**config.mk**
```make
export PLATFORM = sky130hd
export DESIGN_NAME = mtp_host
export DESIGN_NICKNAME = d
export VERILOG_FILES = /design/src/pkg/mtp_host_pkg.sv /design/src/verilog/mtp_write_cycle.sv /design/src/verilog/mtp_host.sv
export SDC_FILE = /design/constraint.sdc
export NUM_CORES = 1
export LEC_CHECK = 0
export ABC_AREA = 1
export BUFFER_PORTS_ARGS = -buffer_cell sky130_fd_sc_hd__buf_2
export CAP_MARGIN = 0
export CORE_ASPECT_RATIO = 0.9
export CORE_MARGIN = 2
export CORE_UTILIZATION = 50
export CTS_CLUSTER_SIZE = 8
export DETAILED_ROUTE_END_ITERATION = 16
export HOLD_SLACK_MARGIN = 0.02
export PLACE_DENSITY = 0.71
export SLEW_MARGIN = 10
export SYNTH_ARGS = -nofsm -noshare
export SYNTH_HDL_FRONTEND = slang
export SYNTH_HIERARCHICAL = 1
export SYNTH_SLANG_ARGS = --single-unit
```
**constraint.sdc**
```tcl
create_clock -name REF_CLK -period 2.53 [get_ports REF_CLK]
set_input_delay 0.253 -clock REF_CLK [delete_from_list [all_inputs] [get_ports REF_CLK]]
set_output_delay 0.253 -clock REF_CLK [all_outputs]
set_load 0.005 [all_outputs]
```
**src/pkg/mtp_host_pkg.sv**
```systemverilog
// Package with command codes, pin carriers, timing counts and states of the memory programmer.
package mtp_host_pkg;
  localparam int unsigned CLK_MHZ = 50;
  localparam int unsigned ADDR_W = 18;
  localparam logic [7:0] CMD_READ = 8'h00;
  localparam logic [7:0] CMD_ERASE = 8'h20;
  localparam logic [7:0] CMD_ERASE_CHECK = 8'hA0;
  localparam logic [7:0] CMD_PROGRAM = 8'h40;
  localparam logic [7:0] CMD_PROGRAM_CHECK = 8'hC0;
  localparam logic [7:0] CMD_RESET = 8'hFF;
  localparam logic [7:0] ERASED_VALUE = 8'hFF;
  localparam int unsigned WRITE_LOW_NS = 50;
  localparam int unsigned WRITE_HIGH_NS = 20;
  localparam int unsigned PROGRAM_PULSE_US = 10;
  localparam int unsigned ERASE_PULSE_MS = 100;
  localparam int unsigned WRITE_TO_READ_US = 6;
  localparam int unsigned SUPPLY_SETUP_US = 1;
  localparam int unsigned READ_ACCESS_NS = 150;
  localparam int unsigned WRITE_LOW_CYC = (WRITE_LOW_NS * CLK_MHZ + 999) / 1000;
  localparam int unsigned WRITE_HIGH_CYC = (WRITE_HIGH_NS * CLK_MHZ + 999) / 1000;
  localparam int unsigned PROGRAM_PULSE_CYC = PROGRAM_PULSE_US * CLK_MHZ;
  localparam int unsigned ERASE_PULSE_CYC = ERASE_PULSE_MS * 1000 * CLK_MHZ;
  localparam int unsigned WRITE_TO_READ_CYC = WRITE_TO_READ_US * CLK_MHZ;
  localparam int unsigned SUPPLY_SETUP_CYC = SUPPLY_SETUP_US * CLK_MHZ;
  localparam int unsigned READ_ACCESS_CYC = (READ_ACCESS_NS * CLK_MHZ + 999) / 1000 + 1;
  localparam int unsigned CNT_W = 24;

  typedef enum logic [2:0] {
    OP_READ = 3'h0,
    OP_ERASE = 3'h1,
    OP_ERASE_CHECK = 3'h2,
    OP_PROGRAM = 3'h3,
    OP_PROGRAM_CHECK = 3'h4,
    OP_RESET = 3'h5
  } op_t;

  typedef struct packed {
    op_t op;
    logic [ADDR_W-1:0] addr;
    logic [7:0] data;
  } request_t;

  typedef struct packed {
    logic select_n;
    logic read_n;
    logic write_n;
    logic supply_high;
    logic [ADDR_W-1:0] addr;
    logic [7:0] data_out;
    logic data_oe;
  } mem_pins_t;

  typedef enum logic [3:0] {
    ST_IDLE = 4'h0,
    ST_SUPPLY = 4'h1,
    ST_CMD1 = 4'h3,
    ST_CMD2 = 4'h2,
    ST_RECOVER = 4'h6,
    ST_READ = 4'h7,
    ST_DONE = 4'h5,
    ST_PULSE = 4'h4
  } state_t;
endpackage

```
**src/verilog/mtp_write_cycle.sv**
```systemverilog
// One write-strobe cycle on the memory pins with minimum low and high times.
`timescale 1ns/100ps
`default_nettype none
module mtp_write_cycle (
  input wire logic clk,
  input wire logic arst_n,
  input wire logic ce,
  input wire logic start,
  output logic busy,
  output logic strobe_n,
  output logic done
);
  import mtp_host_pkg::*;
  logic [3:0] count;
  logic phase_low;
  logic phase_high;

  // The strobe is low for at least the minimum width, then high for the minimum gap.
  always_ff @(posedge clk or negedge arst_n) begin
    if (!arst_n) begin
      count <= 4'h0;
      phase_low <= 1'b0;
      phase_high <= 1'b0;
      done <= 1'b0;
    end else if (ce) begin
      done <= 1'b0;
      if (start && !phase_low && !phase_high) begin
        phase_low <= 1'b1;
        count <= 4'(WRITE_LOW_CYC);
      end else if (phase_low) begin
        if (count <= 4'h1) begin
          phase_low <= 1'b0;
          phase_high <= 1'b1;
          count <= 4'(WRITE_HIGH_CYC);
        end else begin
          count <= count - 4'h1;
        end
      end else if (phase_high) begin
        if (count <= 4'h1) begin
          phase_high <= 1'b0;
          done <= 1'b1;
        end else begin
          count <= count - 4'h1;
        end
      end
    end
  end

  assign strobe_n = ~phase_low;
  assign busy = phase_low | phase_high;
endmodule
`default_nettype wire

```
**src/verilog/mtp_host.sv**
```systemverilog
// Programmer that drives the command port of a byte-wide reprogrammable memory.
`timescale 1ns/100ps
`default_nettype none
module mtp_host #(
  parameter int unsigned ERASE_WAIT_CYC = mtp_host_pkg::ERASE_PULSE_CYC
) (
  input wire logic REF_CLK,
  input wire logic ARST_N,
  input wire logic CLK_EN,
  input wire logic REQ_VALID,
  output logic REQ_READY,
  input wire mtp_host_pkg::request_t REQ,
  output logic RSP_VALID,
  output logic [7:0] RSP_DATA,
  output logic RSP_ERASED,
  output mtp_host_pkg::mem_pins_t PINS,
  input wire logic [7:0] MEM_DATA_IN
);
  import mtp_host_pkg::*;

  state_t state;
  request_t cur;
  logic [CNT_W-1:0] count;
  logic [CNT_W-1:0] pulse_wait;
  logic wr_start;
  logic wr_busy;
  logic wr_strobe_n;
  logic wr_done;
  logic [7:0] first_code;
  logic [7:0] second_data;
  logic second_is_write;
  logic is_check;

  // Decode of each operation into its bus cycles.
  always_comb begin
    first_code = CMD_READ;
    second_data = 8'h00;
    second_is_write = 1'b0;
    is_check = 1'b0;
    unique case (cur.op)
      OP_READ: begin
        first_code = CMD_READ;
      end
      OP_ERASE: begin
        first_code = CMD_ERASE;
        second_data = CMD_ERASE;
        second_is_write = 1'b1;
      end
      OP_ERASE_CHECK: begin
        first_code = CMD_ERASE_CHECK;
        is_check = 1'b1;
      end
      OP_PROGRAM: begin
        first_code = CMD_PROGRAM;
        second_data = cur.data;
        second_is_write = 1'b1;
      end
      OP_PROGRAM_CHECK: begin
        first_code = CMD_PROGRAM_CHECK;
        is_check = 1'b1;
      end
      OP_RESET: begin
        first_code = CMD_RESET;
        second_data = CMD_RESET;
        second_is_write = 1'b1;
      end
      default: begin
        first_code = CMD_READ;
      end
    endcase
  end

  mtp_write_cycle u_write (
    .clk(REF_CLK),
    .arst_n(ARST_N),
    .ce(CLK_EN),
    .start(wr_start),
    .busy(wr_busy),
    .strobe_n(wr_strobe_n),
    .done(wr_done)
  );

  assign wr_start = (state == ST_CMD1 || state == ST_CMD2) && !wr_busy && !wr_done && count == '0;
  assign REQ_READY = (state == ST_IDLE) && (pulse_wait == '0);

  // Sequencer of supply, command cycles, recovery and read.
  always_ff @(posedge REF_CLK or negedge ARST_N) begin
    if (!ARST_N) begin
      state <= ST_IDLE;
      cur <= '0;
      count <= '0;
    end else if (CLK_EN) begin
      if (count != '0) begin
        count <= count - 1'b1;
      end
      unique case (state)
        ST_IDLE: begin
          if (REQ_VALID && REQ_READY) begin
            cur <= REQ;
            state <= ST_SUPPLY;
            count <= CNT_W'(SUPPLY_SETUP_CYC);
          end
        end
        ST_SUPPLY: begin
          if (count <= CNT_W'(1)) begin
            state <= ST_CMD1;
            count <= '0;
          end
        end
        ST_CMD1: begin
          if (wr_done) begin
            if (second_is_write) begin
              state <= ST_CMD2;
            end else if (is_check) begin
              state <= ST_RECOVER;
              count <= CNT_W'(WRITE_TO_READ_CYC);
            end else begin
              state <= ST_DONE;
            end
          end
        end
        ST_CMD2: begin
          if (wr_done) begin
            state <= ST_DONE;
          end
        end
        ST_RECOVER: begin
          if (count <= CNT_W'(1)) begin
            state <= ST_READ;
            count <= CNT_W'(READ_ACCESS_CYC);
          end
        end
        ST_READ: begin
          if (count <= CNT_W'(1)) begin
            state <= ST_DONE;
            count <= '0;
          end
        end
        ST_DONE: begin
          state <= ST_IDLE;
        end
        default: begin
          state <= ST_IDLE;
        end
      endcase
    end
  end

  // The memory times its own pulse, so only the minimum is enforced before the next command.
  always_ff @(posedge REF_CLK or negedge ARST_N) begin
    if (!ARST_N) begin
      pulse_wait <= '0;
    end else if (CLK_EN) begin
      if (state == ST_CMD2 && wr_done && cur.op == OP_ERASE) begin
        pulse_wait <= CNT_W'(ERASE_WAIT_CYC);
      end else if (state == ST_CMD2 && wr_done && cur.op == OP_PROGRAM) begin
        pulse_wait <= CNT_W'(PROGRAM_PULSE_CYC);
      end else if (pulse_wait != '0) begin
        pulse_wait <= pulse_wait - 1'b1;
      end
    end
  end

  // Pin drive: address stays stable over the whole write, data stays until after the rising edge.
  always_ff @(posedge REF_CLK or negedge ARST_N) begin
    if (!ARST_N) begin
      PINS <= '{select_n: 1'b1, read_n: 1'b1, write_n: 1'b1, supply_high: 1'b0,
                addr: '0, data_out: 8'h00, data_oe: 1'b0};
    end else if (CLK_EN) begin
      // Taking a request keeps the supply up, so it never dips for a cycle after a pulse wait.
      PINS.supply_high <= (state != ST_IDLE && state != ST_DONE) || pulse_wait != '0 ||
                          (REQ_VALID && REQ_READY);
      PINS.select_n <= !(state == ST_CMD1 || state == ST_CMD2 || state == ST_RECOVER ||
                         state == ST_READ);
      PINS.write_n <= wr_strobe_n;
      PINS.read_n <= !(state == ST_READ);
      PINS.data_oe <= (state == ST_CMD1 || state == ST_CMD2);
      if (state == ST_SUPPLY || (state == ST_CMD1 && wr_done)) begin
        PINS.addr <= cur.addr;
      end
      if (state == ST_SUPPLY) begin
        PINS.data_out <= first_code;
      end else if (state == ST_CMD1 && wr_done) begin
        PINS.data_out <= second_data;
      end
    end
  end

  // Answer: read data sampled at the end of the read, with the erased flag.
  always_ff @(posedge REF_CLK or negedge ARST_N) begin
    if (!ARST_N) begin
      RSP_VALID <= 1'b0;
      RSP_DATA <= 8'h00;
      RSP_ERASED <= 1'b0;
    end else if (CLK_EN) begin
      RSP_VALID <= (state == ST_DONE);
      if (state == ST_READ && count <= CNT_W'(1)) begin
        RSP_DATA <= MEM_DATA_IN;
        RSP_ERASED <= (MEM_DATA_IN == ERASED_VALUE);
      end
    end
  end
endmodule
`default_nettype wire

```
# --- Yosys cells after proc, flatten, opt, wreduce, memory -nomap -nowiden ---
# Cells that the tools add are included.
totals:
  reg_bits: 129
  input_bits: 41
  output_inout_bits: 42
  elab_cells: 135
op_classes:
  addsub: 3
  n_lt_le_gt_ge: 2
  eq_ne: 21
  mux: 41
  n_bitwise: 3
  reduce_logical: 45
ops:
  columns: ["operator", "n"]
  rows:
  - ["$mux 24", 10]
  - ["$pmux 24 s4", 1]
  - ["$logic_not 24->1", 2]
  - ["$reduce_bool 24->1", 2]
  - ["$sub 24x1->24 const B", 2]
  - ["$mux 4", 11]
  - ["$pmux 8 s5", 1]
  - ["$le 24x1->1 const B", 1]
  - ["$pmux 4 s6", 1]
  - ["$pmux 8 s3", 1]
  - ["$mux 8", 2]
  - ["$logic_and 1x1->1", 13]
  - ["$eq 4x3->1 const B", 3]
  - ["$mux 1", 12]
  - ["$ne 2x1->1 const B", 6]
  - ["$reduce_and 3->1", 3]
  - ["$eq 4x2->1 const B", 2]
  - ["$eq 8x8->1 const B", 1]
  - ["$reduce_and 2->1", 4]
  - ["$reduce_and 7->1", 1]
  - ["$eq 3x2->1 const B", 2]
  - ["$eq 3x3->1 const B", 2]
  - ["$logic_not 1->1", 6]
  - ["$logic_or 1x1->1", 6]
  - ["17 further kinds", 20]

# --- Logic depth before layout (Yosys ltp) ---
# Gate-level depths: netlist (run 1).
logic_depth:
  ltp_word: 9
  ltp_mapped: 13
  ltp_nobuf: 13

# --- Cells and area by module ---
# Netlist (run 1), hierarchy kept.
by_module_without_submodules:
  columns: ["mod", "n_inst", "cells_each", "area_each_um2", "seq_area_each_um2"]
  rows:
  - ["mtp_host", 1, 860, 6396.1, 3031.7]
  - ["mtp_write_cycle", 1, 61, 467.9, 175.2]

# --- Worst setup path after synthesis (run 1) ---
# OpenSTA, ideal clock, no wires.
synth_path:
  path_kind: "reg2reg"
  startpoint: "reg count[0] (netlist name)"
  endpoint: "reg u_write.count[3]"
  setup_time_ps: 118
  t_arrival_ps: 1770
  t_required_ps: 2412
  slack_ps: 643
  stages_incl_launch_ff: 12
  path_buffers: 0
  path_cell_list: "dfrtp_1 inv_1 ha_1 nand2_1 nor2_2 inv_1 nor4_1 nand3_2 nand3_4 nand2_4 nand2_1 nand2_1"
synth_rtl:
  columns: ["element", "line_no", "text"]
  rows:
  - ["to (signal assigned)", "mtp_write_cycle.sv:29", "count <= 4'(WRITE_LOW_CYC);"]
  - ["to (signal assigned)", "mtp_write_cycle.sv:34", "count <= 4'(WRITE_HIGH_CYC);"]
  - ["to (signal assigned)", "mtp_write_cycle.sv:36", "count <= count - 4'h1;"]
  - ["to (decl)", "mtp_write_cycle.sv:14", "logic [3:0] count;"]

# --- Final worst setup path (run 1) ---
layout_path:
  startpoint: "reg pulse_wait[0]"
  endpoint: "out REQ_READY"
layout_via:
  elab_chain_cells: 2
layout_rtl:
  columns: ["element", "line_no", "text"]
  rows:
  - ["from (decl)", "mtp_host.sv:24", "logic [CNT_W-1:0] pulse_wait;"]
  - ["from (signal assigned)", "mtp_host.sv:155", "pulse_wait <= CNT_W'(ERASE_WAIT_CYC);"]
  - ["from (signal assigned)", "mtp_host.sv:157", "pulse_wait <= CNT_W'(PROGRAM_PULSE_CYC);"]
  - ["from (signal assigned)", "mtp_host.sv:159", "pulse_wait <= pulse_wait - 1'b1;"]
  - ["$logic_not 24->1", "mtp_host.sv:84", "assign REQ_READY = (state == ST_IDLE) && (pulse_wait == '0);"]
  - ["$logic_and 1x1->1", "mtp_host.sv:84", null]
  - ["to (decl)", "mtp_host.sv:11", "output logic REQ_READY,"]
# No other way between the ends.

==> results of run 1 <==
-- how the worst max path moves through the flow --
stage	start	end	slack, ns
6_report	pulse_wait[0]	REQ_READY	0.17
5_1_grt	pulse_wait[0]	REQ_READY	0.004
4_1_cts	pulse_wait[0]	REQ_READY	0.1
3_5_place_dp	count[0]	count[21]	0.28
3_3_place_gp	count[0]	count[21]	0.34
2_1_floorplan	count[0]	u_write/count[3]	0.64
-- cell usage in the layout, fill, tap and decap left out, types with 10 or more instances in the layout --
cell / synthesis / routed
clkbuf_16: 0 / 17
o21ai_1: 10 / 10
dfrtp_1: 125 / 125
inv_1: 81 / 81
nand4_1: 14 / 14
buf_2: 4 / 81
nor2_2: 12 / 13
nand2_1: 310 / 310
buf_4: 5 / 12
o21ai_0: 20 / 20
nand3_1: 95 / 95
a21oi_1: 20 / 20
nor2_1: 119 / 118
xor2_1: 13 / 13
nor3_1: 11 / 11
-- logic make-up after synthesis --
logic type / Yosys count
simple gates: 586
flops: 128
buf+inv: 112
compound gates: 73
xor+xnor: 17
fa+ha+maj: 5
-- area by class of cell --
class                   count  area share [%]
well taps                 168            2.60
clock inverters            14            2.26
clock buffers              17            5.26
inverters                  89            4.13
multi-input cells         681            39.2
repair buffers             97            6.89
flip-flops and latches    128            39.7
-- registers in the layout, indices dropped and copies added (netlist names) --
name and count:
u_write/phase_high 1, pulse_wait 24, RSP_ERASED 1, PINS 31
u_write/count 4, state 3, u_write/phase_low 1, count 24
RSP_DATA 8, u_write/done 1, cur 29, RSP_VALID 1
-- synth_stat cells, types with 2 or more instances --
master,number,area [um^2]
nand2_4,2,22.5
and2_1,2,12.5
o22ai_1,2,12.5
o21ai_1,10,50.1
nand2_2,6,37.5
nor2_2,12,75.1
buf_4,5,37.5
ha_1,5,62.6
dfstp_2,3,78.8
inv_2,7,26.3
o21bai_1,3,22.5
inv_1,81,304
nor2_4,4,45.0
a31oi_1,4,25.0
a22oi_1,6,45.0
or2_2,2,12.5
nand3b_1,2,15.0
nor3_1,11,55.1
o211ai_1,2,15.0
dfrtp_1,125,3130
nand4_1,14,87.6
nand2_1,310,1160
clkbuf_1,7,26.3
nand3_1,95,475
buf_2,4,20.0
o21ai_0,20,100
xnor2_1,4,35.0
nand3_2,2,20.0
nor2_1,119,447
a21oi_1,20,100
buf_6,6,67.6
xor2_1,13,114
-- metrics by stage --
step                area [um^2]  hold slack, ns  cells  setup slack, ns  util [%]
floorplan                  6860         -0.0426    921            0.643         -
global placement           7430           0.327   1159            0.341      55.6
detailed placement         7430           0.333   1159            0.280      55.6
CTS                        8050          0.0454   1191           0.0998      60.3
global route               8080          0.0498   1194          0.00389      60.5
finish                     8080          0.0546   1194            0.174      60.5
-- layer usage --
layer	vias to the layer above	part of all wire, %	global-route usage [%]
li1	3115	-	-
met1	2819	49	33.5
met2	171	44	35.5
met3	15	5.9	5.03
met4	0	1.1	6.59
met5	-	0	0
-- timing repair --
item,in CTS,in global routing
setup endpoints to repair,0,30
hold buffers,1,0
buffers inserted,0,3
hold endpoints to repair,67,0
gates resized for setup,0,2
-- tightest hold or removal path, stage by stage --
cell and delay (ns):
buf_2 0.09, nand2_1 0.05, nand2_1 0.05
-- power by group --
group / leakage (nW) / internal (mW) / switching (mW) / total, mW
sequential: 1.61 / 2.28 / 0.241 / 2.53
combinational: 2.45 / 0.442 / 0.725 / 1.17
clock: 0.287 / 1.56 / 0.972 / 2.53
total: 4.35 / 4.29 / 1.94 / 6.23
==> results.toml, run 1 <==
[worst_setup_path]
worstReg2RegStart = "pulse_wait[0]"
cp-end-kind = "output port"
slowest_stage = "dfrtp_1"
path_buf_inv = 2
path_max_fanout = 4
critPathMaxStageDelay_ns = 0.38
r2r_setup_slack_ns = 0.32
reg2reg_to = "cur[25]"
required_ns = 2.28
critPathTopFamily = "simple AND/OR/NAND/NOR gates"
path_cells = "inv_1 > ha_1 > nand2_1 > nor2_4 > nand2_2 > nor2_4 > nand2_2 > nor2_2 > buf_2"
cp.arrival_ns = 2.10
rr_worst_depth = 11
crit_cells = 9
start_kind = "flop"
criticalPathCategory = "reg2out"

[clock_network]
ctsRootBufferMaster = "clkbuf_16"
numCtsBuffers = 17
clk_pin_slew_ns = 0.06
cts_sinks = 128
cts_buffer_depth = 2
cts_tree = "done"
clkLatencyLatePin_ns = 0.42
htree_num_levels = 4

[routing]
first_iter_violations = 488
routed_via_density = 5.13
drc = 0
firstDrtPassIters = 5
wl_per_cell_um = 13.5
finalWirelength_um = 16100
ant_nets = 0
dr_total_vias = 6120

[logic_synthesis]
syn_inst = 921
synth_ff_type = "dfrtp_1"
avgSynthCellArea_um2 = 7.45
synth_edf_count = 0
yosysWarnings = 6
synth_compound_area_share_pct = 6.20
synth-simple-area-share_pct = 36.7
syn-num-nets = 967
synth_top_family_by_area = "simple AND/OR/NAND/NOR gates"
syn_area_um2 = 6860
ys_seq_area_share_pct = 46.7
synth-xor-area-share_pct = 2.17
synthMuxAreaShare_pct = 0
async_reset_ff_share_pct = 100
yosysUniqueCellTypes = 45
synthAdderAreaFrac_pct = 0.911
synth-seq-cells = 128

[placement]
gp_congestion = 0.895
io_buffers = 82
place_hpwl_um = 11100

[final_layout]
nFillCells = 1223
diodes = 0
layout-drive-gt1-share_pct = 16.6
num-nets-final = 1060
seq_area_um2 = 3210
multi_input_area_um2 = 3170
area_delta_synth_final_pct = 17.7

[pwr]
p_total_mw = 6.23
powerDensity_nw_per_um2 = 770
cellLeakagePower_nw = 4.35
ir_worst_vdd_uv = 444

[outcome]
status = "completed"

[sta]
setup_viol = 0
skew_ns = 0.0100
finalCriticalPeriod_ns = 2.36
tns_ns = 0
tightestPinTransition_ns = 0.686
final_hold_viol_count = 0
rsz0062_at_grt = "no"
slew_headroom_pct = 54.3
fin_crit_sh_pct = 93.1
max_freq_mhz = 424
slew_viol_final = 0

[floorplan]
ios = 83
core_area_um2 = 13400
die_area_um2 = 14700
die_w_um = 128
num_rows = 40
die_y_um = 115
initial_utilization_pct = 51.4

[grt]
grt_use_total_pct = 23.2
grt_max_degree = 73
grt_pass1_vias = 5631
grt_pass1_wl_um = 27100
grt_antenna_before_repair = 0
grt_overflow_total = 0

[hold_path]
hold_path_startpoint = "MEM_DATA_IN[3]"
hold_path_class = "in2reg"
whs_path_depth = 3
min_to = "RSP_DATA[3]"

[run]
drv_cap = 0
(Power assumes the default switching activity.)
==> run 2: changes to the inputs <==
--- a/config.mk
+++ b/config.mk
@@ -6,15 +6,15 @@
 export NUM_CORES = 1
 export LEC_CHECK = 0
 export ABC_AREA = 1
-export BUFFER_PORTS_ARGS = -buffer_cell sky130_fd_sc_hd__buf_2
 export CAP_MARGIN = 0
 export CORE_ASPECT_RATIO = 0.9
 export CORE_MARGIN = 2
 export CORE_UTILIZATION = 50
 export CTS_CLUSTER_SIZE = 8
 export DETAILED_ROUTE_END_ITERATION = 16
+export DONT_BUFFER_PORTS = 1
 export HOLD_SLACK_MARGIN = 0.02
-export PLACE_DENSITY = 0.71
+export PLACE_DENSITY = 0.66
 export SLEW_MARGIN = 10
 export SYNTH_ARGS = -nofsm -noshare
 export SYNTH_HDL_FRONTEND = slang
==> constraint.sdc (replaced) <==
create_clock -name REF_CLK -period 2.5 [get_ports REF_CLK]
set_input_delay 0.25 -clock REF_CLK [delete_from_list [all_inputs] [get_ports REF_CLK]]
set_output_delay 0.25 -clock REF_CLK [all_outputs]
set_load 0.005 [all_outputs]
==> run 2 against run 1 <==
Net effect: the flow now finishes with violations (negative hold slack); non-clock buffer count fell by 47; critical path depth down 1; core utilization is 0.90 points lower; clock-buffer cell count unchanged; die area unchanged; cell count down 3.9%; critical endpoint unchanged; largest power group unchanged.
==> results.toml, run 2 (synthesis gave the netlist of run 1 again) <==
[worst_setup_path]
worstReg2RegStart = "count[1]"
cp-end-kind = "output port"
required_ns = 2.25
path_buf_inv = 1
r2r_setup_slack_ns = 0.23
path_cells = "inv_1 > ha_1 > nand2_1 > nor2_4 > nand2_2 > nor2_4 > nand2_2 > nor2_1"
rr_worst_depth = 12
start_kind = "flop"
reg2reg_to = "count[17]"
critPathMaxStageDelay_ns = 0.36
criticalPathCategory = "reg2out"
slowest_stage = "dfrtp_1"
critPathTopFamily = "simple AND/OR/NAND/NOR gates"
worstSetupStartpoint = "pulse_wait[0]"
cp.arrival_ns = 2.04
path_max_fanout = 4

[placement]
placed_area_um2 = 7000
gp_congestion = 0.946
io_buffers = 0
place_hpwl_um = 10700

[sta]
final_hold_viol_count = 128
skew_ns = 0.00908
fin_crit_sh_pct = 91.7
tns_ns = 0
tightestPinTransition_ns = 0.484
max_freq_mhz = 436
slew_viol_final = 0
timing.hold.ws_ns = -0.480
slew_headroom_pct = 67.5
finalCriticalPeriod_ns = 2.29
setup_viol = 0
rsz0062_at_grt = "no"

[clock_network]
numCtsBuffers = 17
cts_sinks = 128
ctsRootBufferMaster = "clkbuf_16"
cts_buffer_depth = 2
post-cts-setup-buffers = 0
htree_num_levels = 4
clk_pin_slew_ns = 0.06
cts_tree = "done"
clkLatencyLatePin_ns = 0.42
cts_resized = 0
postCtsHoldBufs = 39

[routing]
first_iter_violations = 418
dr_total_vias = 5967
finalWirelength_um = 16200
wl_per_cell_um = 14.1
ant_nets = 0
routed_via_density = 5.20
firstDrtPassIters = 5
drc = 0

[floorplan]
core_area_um2 = 13400
die_area_um2 = 14700
ios = 83
die_w_um = 128
num_rows = 40
die_y_um = 115
initial_utilization_pct = 51.4

[pwr]
p_sw_mw = 1.90
powerDensity_nw_per_um2 = 757
p_total_mw = 6.03
clkPwrFrac_pct = 38.9
cellLeakagePower_nw = 4.11
p_int_mw = 4.13
power_frac_seq_pct = 42.5
combPwrFrac_pct = 18.6
swShare_pct = 31.5
ir_worst_vdd_uv = 427

[final_layout]
nFillCells = 1221
top_regs = "PINS (31), cur (29)"
diodes = 0
final_common_cell = "nand2_1"
largest_register_ffs = 31
layout-drive-gt1-share_pct = 8.78
area_delta_synth_final_pct = 16.0
regMostFlops = "PINS"
final_cell_mix = "310 x nand2_1, 125 x dfrtp_1, 119 x nor2_1"
num-nets-final = 1013
finalInstanceArea_um2 = 7960

[hold_path]
hold_path_class = "in2async"

[grt]
grt_pass1_wl_um = 26700
grt_max_degree = 129
grt_overflow_total = 0
grt_antenna_before_repair = 0
grt_pass1_vias = 5470
grt_use_total_pct = 22.8

[outcome]
violations = "negative hold slack"
status = "finished, violations left"

[run]
drv_cap = 0
[run 2: changes by cell type in the layout (fill, tap and decap cells not counted), moves of 2 or more]
cell	before	now
buf_2	81	0
dlygate4sd3_1	1	38
clkinv_2	0	5
buf_4	12	10
bufinv_16	3	1
clkinv_4	3	1
[run 2: area by class of cell]
type	count	area [um^2]	area share [%]
clock inverter	15	131	1.65
sequential	128	3210	40.3
clock buffer	17	425	5.34
multi-input combinational	681	3160	39.7
timing repair buffer	50	495	6.22
tap	168	210	2.64
inverter	89	334	4.20
[run 2: worst max-delay path by stage]
stage / cells after the start / to
finish: 8 / REQ_READY
global route: 12 / count[12]
CTS: 8 / REQ_READY
detailed placement: 12 / count[17]
global placement: 12 / count[17]
floorplan: 11 / u_write/count[3]
[run 2: layer usage]
layer | track usage (%) | wire [um] | vias to the layer above
met4 | 8.06 | 248 | 0
met1 | 33.1 | 7850 | 2748
met2 | 33.5 | 7040 | 176
li1 | - | - | 3026
met5 | 0 | 0 | -
met3 | 5.68 | 1090 | 17
[run 2: stage by stage]
step / worst slack, ns / std cells / hold slack, ns / util [%]
2_1_floorplan: 0.613 / 921 / -0.0456 / -
3_3_place_gp: 0.226 / 1077 / -0.0424 / 52.4
3_5_place_dp: 0.263 / 1077 / -0.0420 / 52.4
4_1_cts: 0.196 / 1148 / -0.492 / 59.6
5_1_grt: 0.00918 / 1148 / -0.498 / 59.6
6_report: 0.206 / 1148 / -0.480 / 59.6
[run 2: power by group through the flow]
stage	clock, mW	combinational [mW]	sequential (mW)
floorplan	0	0.890	2.52
finish	2.34	1.12	2.56
global placement	0	1.04	2.59
global route	2.48	1.30	2.59
CTS	2.38	1.12	2.56
detailed placement	0	1.05	2.59
==> run 3: changes to the inputs <==
--- a/config.mk
+++ b/config.mk
@@ -5,7 +5,6 @@
 export SDC_FILE = /design/constraint.sdc
 export NUM_CORES = 1
 export LEC_CHECK = 0
-export ABC_AREA = 1
 export CAP_MARGIN = 0
 export CORE_ASPECT_RATIO = 0.9
 export CORE_MARGIN = 2
==> run 3 against run 2 <==
Net effect: the run still ends with negative hold slack left; clock-buffer cell count up 1; setup slack worse by 0.097 ns; register-to-register slack worse by 0.09 ns; core utilization up 3.0 points; clock skew rose by 0.0068 ns; sequential share of layout area grew 1.9 points; cell area decreased by 4.4%; highest routed layer unchanged.
==> results.toml, run 3 <==
[pwr]
cellLeakagePower_nw = 3.43
ir_worst_vdd_uv = 555
powerDensity_nw_per_um2 = 722

[worst_setup_path]
path_max_fanout = 5
start_kind = "flop"
critPathMaxStageDelay_ns = 0.39
worstReg2RegStart = "count[20]"
required_ns = 2.25
worstSetupStartpoint = "pulse_wait[0]"
path_cells = "inv_1 > ha_2 > nor2b_1 > nand4_1 > nor2_2 > nand2_1 > nor4_2 > buf_4"
rr_worst_depth = 7
criticalPathCategory = "reg2out"
slowest_stage = "dfrtp_1"
cp.arrival_ns = 2.14
cp-end-kind = "output port"

[sta]
slew_headroom_pct = 43.7
skew_ns = 0.0159
finalCriticalPeriod_ns = 2.39
setup_viol = 0
setup_ws_ns = 0.110
max_freq_mhz = 418
final_hold_viol_count = 128
timing.hold.ws_ns = -0.481
tightestPinTransition_ns = 0.841
slew_viol_final = 0
fin_crit_sh_pct = 95.6

[final_layout]
top_regs = "PINS (31), cur (29)"
num-nets-final = 712
finalInstanceArea_um2 = 7610
layout-drive-gt1-share_pct = 22.2
final_cell_mix = "125 x dfrtp_1, 76 x nor2_1, 60 x mux2_2"
final_common_cell = "dfrtp_1"
largest_register_ffs = 31
regMostFlops = "PINS"
area_delta_synth_final_pct = 21.2
diodes = 0

[logic_synthesis]
netlist.area_leader.share_pct = 49.8
yosysWarnings = 6
synthTopCellsByArea = "dfrtp_1 50%, mux2_2 11%, nor2_1 4.6%"
ys_seq_area_share_pct = 51.1
synth_edf_count = 0
synth_ff_type = "dfrtp_1"
synth-seq-cells = 128
synth_commonest_cells = "125 x dfrtp_1, 77 x nor2_1, 60 x mux2_2"
yosysMostFrequentCell = "dfrtp_1"
synth.largest_area_cell = "dfrtp_1"
syn_area_um2 = 6280
syn-num-nets = 646
syn_inst = 600
yosysUniqueCellTypes = 69
async_reset_ff_share_pct = 100
avgSynthCellArea_um2 = 10.5

[run]
drv_cap = 0

[routing]
drc = 0
ant_nets = 0
finalWirelength_um = 15600
dr_total_vias = 5000
first_iter_violations = 321
wl_per_cell_um = 18.5
routed_via_density = 5.96
firstDrtPassIters = 5

[floorplan]
core_area_um2 = 12200
ios = 83
initial_utilization_pct = 51.6
die_w_um = 122
die_area_um2 = 13500
die_y_um = 110
num_rows = 38

[placement]
place_hpwl_um = 9900
io_buffers = 0
placed_area_um2 = 6600
pre_cts_ws_ns = 0.101
gp_congestion = 0.887

[clock_network]
cts_sinks = 128
clk_pin_slew_ns = 0.06
htree_num_levels = 4
clkLatencyLatePin_ns = 0.43
postCtsHoldBufs = 39
cts_tree = "done"
numCtsBuffers = 17
ctsRootBufferMaster = "clkbuf_16"
cts_buffer_depth = 2

[grt]
grt_pass1_wl_um = 25000
grt_pass1_vias = 5008
grt_max_degree = 129
grt_antenna_before_repair = 0
grt_overflow_total = 0
grt_use_total_pct = 24.5

[outcome]
status = "finished, violations left"
violations = "negative hold slack"

[hold_path]
hold_path_class = "in2async"
-- run 3: stage by stage --
stage | instances | util (%) | power (mW) | TNS (ns)
CTS | 835 | 61.9 | 5.50 | 0
finish | 839 | 62.5 | 5.50 | 0
floorplan | 600 | - | 2.98 | 0
global route | 839 | 62.5 | 5.76 | -0.0618
global placement | 764 | 54.2 | 3.14 | 0
detailed placement | 764 | 54.2 | 3.19 | 0
-- run 3: power breakdown --
part	total (mW)	switching, mW	internal, mW
logic	0.725	0.384	0.341
registers	2.52	0.253	2.27
clock network	2.25	0.972	1.27
-- run 3: cells by family after synthesis --
logic type	Yosys count	synth area share (%)
flops	128	51.1
xor+xnor	25	3.49
buf+inv	40	2.55
mux	61	10.9
compound gates	109	11.6
fa+ha+maj	5	0.996
simple gates	232	19.4
-- run 3: worst max-delay path: cells and delay by family, from the launching register on --
| kind | cells | cell delay (ns) |
|---|---|---|
| DFF | 1 | 0.39 |
| buffers and inverters | 2 | 0.27 |
| and+or+nand+nor | 5 | 0.81 |
| adders and majority gates | 1 | 0.23 |
-- run 3: per-layer routing --
| metal | up-vias | share of wire, % | track usage (%) |
|---|---|---|---|
| li1 | 2303 | - | - |
| met5 | - | 0 | 0 |
| met3 | 33 | 7.5 | 9.83 |
| met4 | 0 | 2.5 | 8.95 |
| met1 | 2478 | 42 | 30.7 |
| met2 | 186 | 48 | 38.6 |
-- run 3: layout make-up --
cell class	instances	area, um^2
inverters	18	67.6
repair buffers	69	628
well taps	160	200
multi-input cells	432	2970
flip-flops and latches	128	3210
clock inverters	14	110
clock buffers	18	429
fillers	1002	4560
-- run 3: worst paths after layout --
kind	end	slack (ns)
max	REQ_READY	0.11
min	count[23]	-0.48
max reg2reg	u_write/count[1]	0.14
min reg2reg	PINS[15]	0.50
max in group asynchronous	PINS[29]	2.68
min in group REF_CLK	count[3]	0.05
-- run 3: what timing repair did --
action                                 in CTS  in global routing
buffers inserted                            0                  4
setup endpoints to repair                   0                 14
endpoints found under the hold margin     181                128
gates resized for setup                     0                  7
